File: src/core/id_filter_pkg.sv
// Purpose: constants for the identifier tag and mask register set
// Assumes: byte-wide special-function register port, one clock
// Notes: offsets are register-space addresses
`default_nettype none
package id_filter_pkg;
    localparam logic [7:0] TAG_REG_FIRST_ADDR = 8'hBC;
    localparam logic [7:0] TAG_REG_SECOND_ADDR = 8'hBD;
    localparam logic [7:0] TAG_REG_THIRD_ADDR = 8'hBE;
    localparam logic [7:0] TAG_REG_FOURTH_ADDR = 8'hBF;
    localparam logic [7:0] MASK_REG_FIRST_ADDR = 8'hC4;
    localparam logic [7:0] MASK_REG_SECOND_ADDR = 8'hC5;
    localparam logic [7:0] MASK_REG_THIRD_ADDR = 8'hC6;
    localparam logic [7:0] MASK_REG_FOURTH_ADDR = 8'hC7;
    // Field positions (fourth register, except STD_ID_LSB in the second) and byte store sizes
    localparam int RTR_POS = 2;
    localparam int RB1_POS = 1;
    localparam int RB0_POS = 0;
    localparam int EXT_MASK_POS = 0;
    localparam int LOW_ID_LSB = 3;
    localparam int STD_ID_LSB = 5;
    localparam int REG_COUNT = 8;
    localparam int ADDR_W = 3;
endpackage
`default_nettype wire

File: src/core/id_reg_file.sv
// Purpose: small byte register file holding tag and mask bytes
// Assumes: one write port, registered read data
// Notes: no reset; contents are undefined until written
`timescale 1ns/1ps
`default_nettype none
module id_reg_file #(
    parameter int DEPTH = 8,
    parameter int AW = 3
) (
    input wire logic clk_sys,
    input wire logic wr_en,
    input wire logic [AW-1:0] wr_addr,
    input wire logic [7:0] wr_data,
    input wire logic [AW-1:0] rd_addr,
    output logic [7:0] rd_data,
    output logic [DEPTH*8-1:0] all_bytes
);
    logic [7:0] mem_q [DEPTH];
    logic [7:0] rd_data_d;

    always_comb begin
        rd_data_d = mem_q[rd_addr];
    end

    always_ff @(posedge clk_sys) begin
        if (wr_en) begin
            mem_q[wr_addr] <= wr_data;
        end
        rd_data <= rd_data_d;
    end

    always_comb begin
        for (int i = 0; i < DEPTH; i++) begin
            all_bytes[i*8 +: 8] = mem_q[i];
        end
    end
endmodule
`default_nettype wire

File: src/core/can_id_tag_mask_filter.sv
// Purpose: identifier tag and mask registers of one message object, with acceptance test
// Assumes: software accesses by the special-function register port on clk_sys
// Notes: registers hold no reset value; software must load them first
//        reserved bits are stored and read back exactly as written
//        masks act on the receive compare only
//
// Behaviour
// - Identifier mask bit 0 forces match; 1 requires received bit equal tag.
// - Fourth mask bit 2 masks remote-request comparison the same way.
// - Fourth mask bit 0 masks the extension-format comparison the same way.
// - Masks only filter received frames; transmit path never sees them.
// - Tag and mask registers have no reset value; software loads them first.
// - Reserved bit positions read back exactly as written.
// - Extended identifier spans first three tag registers and fourth bits 7-3.
// - Extended fourth tag holds remote-request, reserved1, reserved0 tags at 2,1,0.
// - Standard fourth tag holds remote-request at 2, reserved0 at 0.
// - Standard mask bits 10-3 in first mask, 2-0 in second bits 7-5.
// - Both formats share the same four tag and four mask addresses.
// - Standard tag bits 10-3 in first tag, 2-0 in second bits 7-5.
`timescale 1ns/1ps
`default_nettype none
module can_id_tag_mask_filter (
    input wire logic clk_sys,
    input wire logic srst,
    input wire logic sfr_wr,
    input wire logic sfr_rd,
    input wire logic [7:0] sfr_addr,
    input wire logic [7:0] sfr_wdata,
    output logic [7:0] sfr_rdata,
    output logic sfr_hit,
    input wire logic ext_format,
    input wire logic rx_valid,
    input wire logic [28:0] rx_id,
    input wire logic rx_ide,
    input wire logic rx_rtr,
    output logic rx_accept,
    output logic rx_accept_valid,
    output logic [28:0] tx_id,
    output logic tx_rtr,
    output logic tx_ide
);
    // ------------------------------------------------------------
    // Address decode
    // ------------------------------------------------------------
    function automatic logic [3:0] decode(input logic [7:0] a);
        // Bit 3 flags a hit, low bits index the byte store
        if (a >= id_filter_pkg::TAG_REG_FIRST_ADDR
                && a <= id_filter_pkg::TAG_REG_FOURTH_ADDR) begin
            decode = {1'b1, 1'b0, 2'(a - id_filter_pkg::TAG_REG_FIRST_ADDR)};
        end else if (a >= id_filter_pkg::MASK_REG_FIRST_ADDR
                     && a <= id_filter_pkg::MASK_REG_FOURTH_ADDR) begin
            decode = {1'b1, 1'b1, 2'(a - id_filter_pkg::MASK_REG_FIRST_ADDR)};
        end else begin
            decode = 4'h0;
        end
    endfunction

    logic [3:0] dec;
    logic wr_sel;
    logic rd_sel;
    logic [7:0] rd_byte;
    logic [63:0] bytes;
    logic hit_q;
    logic hit_d;

    always_comb begin
        dec = decode(sfr_addr);
        wr_sel = sfr_wr && dec[3];
        rd_sel = sfr_rd && dec[3];
    end

    // ------------------------------------------------------------
    // Byte store
    // ------------------------------------------------------------
    // No reset, no masking of reserved bits on write or read
    id_reg_file #(
        .DEPTH(id_filter_pkg::REG_COUNT),
        .AW(id_filter_pkg::ADDR_W)
    ) u_regs (
        .clk_sys(clk_sys),
        .wr_en(wr_sel),
        .wr_addr(dec[2:0]),
        .wr_data(sfr_wdata),
        .rd_addr(dec[2:0]),
        .rd_data(rd_byte),
        .all_bytes(bytes)
    );

    // ------------------------------------------------------------
    // Read port
    // ------------------------------------------------------------
    always_comb begin
        hit_d = rd_sel;
    end

    always_ff @(posedge clk_sys) begin
        if (srst) begin
            hit_q <= 1'b0;
        end else begin
            hit_q <= hit_d;
        end
    end

    // Unmapped reads return zero; data lags the read strobe by one cycle
    always_comb begin
        sfr_hit = hit_q;
        sfr_rdata = hit_q ? rd_byte : 8'h00;
    end

    // ------------------------------------------------------------
    // Field extraction
    // ------------------------------------------------------------
    // Tag and mask share one byte layout, so one packer serves both
    function automatic logic [28:0] pack_id(
        input logic [7:0] b1,
        input logic [7:0] b2,
        input logic [7:0] b3,
        input logic [7:0] b4,
        input logic ext
    );
        if (ext) begin
            pack_id = {b1, b2, b3, b4[7:id_filter_pkg::LOW_ID_LSB]};
        end else begin
            // Upper bits held low so leftovers of the long format never count
            pack_id = {18'h00000, b1, b2[7:id_filter_pkg::STD_ID_LSB]};
        end
    endfunction

    // Mask bit low forces the compare true
    function automatic logic bit_ok(
        input logic en,
        input logic got,
        input logic want
    );
        bit_ok = !en || (got == want);
    endfunction

    logic [7:0] t1;
    logic [7:0] t2;
    logic [7:0] t3;
    logic [7:0] t4;
    logic [7:0] m1;
    logic [7:0] m2;
    logic [7:0] m3;
    logic [7:0] m4;
    logic [28:0] tag_id;
    logic [28:0] mask_id;
    logic tag_rtr;
    logic mask_rtr;
    logic mask_ext;

    always_comb begin
        t1 = bytes[7:0];
        t2 = bytes[15:8];
        t3 = bytes[23:16];
        t4 = bytes[31:24];
        m1 = bytes[39:32];
        m2 = bytes[47:40];
        m3 = bytes[55:48];
        m4 = bytes[63:56];
        tag_id = pack_id(t1, t2, t3, t4, ext_format);
        mask_id = pack_id(m1, m2, m3, m4, ext_format);
        tag_rtr = t4[id_filter_pkg::RTR_POS];
        mask_rtr = m4[id_filter_pkg::RTR_POS];
        mask_ext = m4[id_filter_pkg::EXT_MASK_POS];
    end

    // ------------------------------------------------------------
    // Acceptance test
    // ------------------------------------------------------------
    logic [28:0] rx_cmp;
    logic id_ok;
    logic rtr_ok;
    logic ext_ok;
    logic frame_match;
    logic acc_d;
    logic acc_q;
    logic accv_d;
    logic accv_q;

    always_comb begin
        // Short format ignores the upper received bits entirely
        rx_cmp = ext_format ? rx_id : {18'h00000, rx_id[10:0]};
        id_ok = ((rx_cmp ^ tag_id) & mask_id) == 29'h00000000;
        rtr_ok = bit_ok(mask_rtr, rx_rtr, tag_rtr);
        ext_ok = bit_ok(mask_ext, rx_ide, ext_format);
        frame_match = id_ok && rtr_ok && ext_ok;
        acc_d = rx_valid && frame_match;
        accv_d = rx_valid;
    end

    always_ff @(posedge clk_sys) begin
        if (srst) begin
            acc_q <= 1'b0;
            accv_q <= 1'b0;
        end else begin
            acc_q <= acc_d;
            accv_q <= accv_d;
        end
    end

    // ------------------------------------------------------------
    // Verdict outputs
    // ------------------------------------------------------------
    always_comb begin
        rx_accept = acc_q;
        rx_accept_valid = accv_q;
    end

    // ------------------------------------------------------------
    // Transmit view
    // ------------------------------------------------------------
    // Built from tags and ext_format only, so mask writes never disturb a pending send
    always_comb begin
        tx_id = tag_id;
        tx_rtr = tag_rtr;
        tx_ide = ext_format;
    end
endmodule
`default_nettype wire

File: config.mk
export PLATFORM = sky130hd
export DESIGN_NAME = can_id_tag_mask_filter
export DESIGN_NICKNAME = d
export VERILOG_FILES = /design/src/core/id_filter_pkg.sv /design/src/core/id_reg_file.sv /design/src/core/can_id_tag_mask_filter.sv
export SDC_FILE = /design/constraint.sdc
export NUM_CORES = 1
export LEC_CHECK = 0
export ABC_CLOCK_PERIOD_IN_PS = 3200
export BUFFER_PORTS_ARGS = -buffer_cell sky130_fd_sc_hd__buf_2
export CAP_MARGIN = 15
export CORE_MARGIN = 4
export CORE_UTILIZATION = 53
export CTS_CLUSTER_DIAMETER = 30
export DETAILED_ROUTE_END_ITERATION = 12
export GPL_TIMING_DRIVEN = 0
export PLACE_DENSITY = 0.8
export SLEW_MARGIN = 20
export SYNTH_ARGS = -nofsm -noshare
export SYNTH_HDL_FRONTEND = slang
export SYNTH_SLANG_ARGS = --single-unit
File: constraint.sdc
create_clock -name clk_sys -period 3.2 [get_ports clk_sys]
set_clock_uncertainty 0.1 [all_clocks]
set_input_delay 0.96 -clock clk_sys [delete_from_list [all_inputs] [get_ports clk_sys]]
set_output_delay 0.96 -clock clk_sys [all_outputs]
set_load 0.1 [all_outputs]
==> flow_summary.ini <==
[worst_setup_path]
arrival_ns = 3.03
worst-setup-path-type = in2reg
crit_slowest_cell = or4b_1
path_buf_inv = 3
crit_fanout = 10
worstPathRequired_ns = 3.11
r2r-end = rx_accept
r2r_slack_ns = 1.48
cp_top_family = simple AND/OR/NAND/NOR gates
r2r-start = u_regs.mem_q[0][0]
rr_worst_depth = 5
critPathCaptureType = flop
path_cells = buf_2 -> or4b_1 -> buf_6 -> nor2_8 -> buf_4 -> nand2_1 -> nor2_4
cp-start-kind = primary input
max_stage_delay_ns = 0.53

[detailed_routing]
routed_wl_um = 10610
drtIter0Drc = 289
viasPerCell = 5.749
drt-pass1-iter-count = 5
postRouteAntennaNets = 0
wl_per_cell_um = 21.26
drc = 0
vias = 2869

[floorplan]
io-pin-count = 95
die-area_um2 = 8464
fp.dieW_um = 92
initial_core_util_pct = 54.74
core-area_um2 = 6832
num_rows = 30
die_h_um = 92

[clock_tree]
cts_inserted_buffers = 9
clock-sinks = 75
cts_buffer_depth = 2
hold_buffers = 0
cts-htree-levels = 3
clk_latency_ns = 0.34
postCtsSetupBuffers = 0
clk_pin_slew_ns = 0.07
root_buffer = clkbuf_8
cts_tree = yes

[sta]
worstMarginPinSlew_ns = 0.8533
slew_headroom_pct = 43.12
fmax_mhz = 319.8
maxSlewViolCount = 0
finalCritPeriodShare_pct = 97.71
whs_ns = 0.5061
timing_hold_violations_final = 0
final-setup-viol-count = 0
rsz0062_at_grt = no
fin_crit_ns = 3.127

[outcome]
outcome = finished clean

[layout]
fillerInstances = 519
nets = 451
diodes = 0
fin_area_um2 = 4654
final_layout_size_suffix_gt1_share_pct = 39.70
area_delta_synth_final_pct = 24.46
seqCellArea_um2 = 2142
multi_input_area_um2 = 1589

[place]
placed_cell_area_um2 = 4403
hpwlAfterDp_um = 7797
port_buffers = 93
globalplace.congestion = 0.9880

[hold_path]
hold_depth = 2
worstHoldStart = u_regs.mem_q[7][1]
hold_path.class = reg2reg
min_to = u_regs.rd_data[1]

[yosys]
synth_flop_cell = edfxtp_1
netlist.area_leader.share_pct = 51.39
synth_largest_area_cell = edfxtp_1
async_flop_share_pct = 0
synth_nets = 343
synth_warnings = 0
synthCells = 290
synth_edf_count = 64
netlist_area_um2 = 3740
netlist_top_cells_area = edfxtp_1 (51%), xor2_1 (9.6%), dfxtp_1 (5.9%)
ys_seq_elements = 75
synth_cell_types = 38
synth_seq_area_share_pct = 57.28
syn_area_per_cell_um2 = 12.90

[grt]
grtUsageTotal_pct = 24.92
grt_pass1_vias = 2837
antenna_found_initial = 0
grt_start_max_net_pins = 13
grt_overflow_total = 0
grt_pass1_wl_um = 15500

[run]
drv_cap = 0

[power_and_ir_drop]
power.leakage_nw = 1.895
powerDensity_nw_per_um2 = 454.2
ir_worst_vdd_mv = 0.4960
==> per-stage QoR <==
stage          total power, mW  util, %  setup TNS, ns  setup WS (ns)  std cells
6_report                 2.114    68.13              0        0.07343        499
5_1_grt                  2.169    68.13              0        0.04305        499
4_1_cts                  2.109    67.91              0        0.01616        499
3_5_place_dp             1.328    64.45         -19.89        -0.5566        483
3_3_place_gp             1.324    63.64         -42.87        -0.9590        479
2_1_floorplan            1.243        -              0        0.03397        290
==> how the worst max path moves through the flow <==
stage	startpoint	end	depth (start not counted)	slack, ns
2_1_floorplan	ext_format	tx_id[10]	3	0.03
3_3_place_gp	sfr_addr[0]	u_regs.mem_q[1][5]	4	-0.96
3_5_place_dp	sfr_addr[4]	u_regs.mem_q[7][4]	7	-0.56
4_1_cts	sfr_addr[4]	u_regs.mem_q[7][6]	7	0.02
5_1_grt	sfr_addr[4]	u_regs.mem_q[7][4]	7	0.04
6_report	sfr_addr[4]	u_regs.mem_q[7][6]	7	0.07
==> cell usage after synthesis, types with 3 or more instances <==
library cell and count:
o221ai_1 6, nor2_1 12, o21ai_0 3, nand3_1 12, mux2_2 11, a21oi_1 9
a22oi_1 15, nor4_1 5, nand2_1 9, edfxtp_1 64, clkbuf_1 7, xor2_1 41
o21a_1 6, dfxtp_1 11, mux2i_1 22, inv_1 4, and2_1 26
==> logic make-up after synthesis <==
kind of cell,after synthesis,share of synthesized area [%]
AOI/OAI and AO/OA,51,10.34
muxes,35,10.00
and+or+nand+nor,72,10.74
xor gates and xnor gates,41,9.602
buffers and inverters,16,2.040
DFF,75,57.28
==> timing repair <==
action	4_1_cts	5_1_grt
gates resized for setup	8	4
setup endpoints to repair	44	32
endpoints found under the hold margin	0	0
==> flip-flops by register name, indices dropped and copies added, names as in the netlist <==
register and count:
u_regs.mem_q 64, rx_accept 1, u_regs.rd_data 8, sfr_hit 1
rx_accept_valid 1
==> layout by cell type (no fill, tap or decap), types with 2 or more instances in the layout <==
master | Yosys | routed
mux2_4 | 2 | 2
xor2_1 | 41 | 41
o2bb2ai_1 | 2 | 2
a221o_1 | 2 | 2
inv_1 | 4 | 4
and2_1 | 26 | 8
mux2_2 | 11 | 11
o221ai_1 | 6 | 6
buf_2 | 1 | 94
nor2_4 | 0 | 2
clkbuf_8 | 0 | 11
nand3_1 | 12 | 12
a222oi_1 | 2 | 2
mux2i_1 | 22 | 22
o21ai_0 | 3 | 3
a22oi_1 | 15 | 15
dfxtp_1 | 11 | 11
bufinv_16 | 0 | 2
a21oi_1 | 9 | 9
nand2_1 | 9 | 9
buf_4 | 2 | 6
nor2_1 | 12 | 8
clkbuf_1 | 7 | 4
nor2_2 | 0 | 2
and2_2 | 0 | 18
a221oi_1 | 2 | 2
clkbuf_2 | 0 | 3
edfxtp_1 | 64 | 64
nor4_2 | 0 | 4
o21a_1 | 6 | 6
==> metal layers <==
layer  vias up  share of wire (%)  global-route usage [%]
li1       1315                  -                       -
met2       180                 45                   37.65
met4         0                3.2                   9.406
met1      1345                 42                   34.18
met3        29                9.9                   7.137
met5         -                  0                       0
==> worst min-delay path, delay by kind of cell (launching register included) <==
kind | cells | cell delay, ns
mux | 1 | 0.13
flops | 1 | 0.32
compound gates | 1 | 0.13
==> area by class of cell <==
type / count / area share, %
plain buffers: 12 / 1.613
inverters: 4 / 0.3226
multi-input cells: 199 / 34.14
flip-flops and latches: 75 / 46.02
repair buffers: 97 / 10.65
clock inverters: 5 / 1.640
clock buffers: 11 / 3.038
well taps: 96 / 2.581
==> where the power goes <==
| part | internal (mW) | leakage, nW | switching, mW |
|---|---|---|---|
| Clock | 0.457 | 0.107 | 0.347 |
| Combinational | 0.0708 | 1.12 | 0.175 |
| Sequential | 1.06 | 0.667 | 0.00220 |
| Total | 1.59 | 1.89 | 0.524 |
Power figures use the tool's default switching activity.
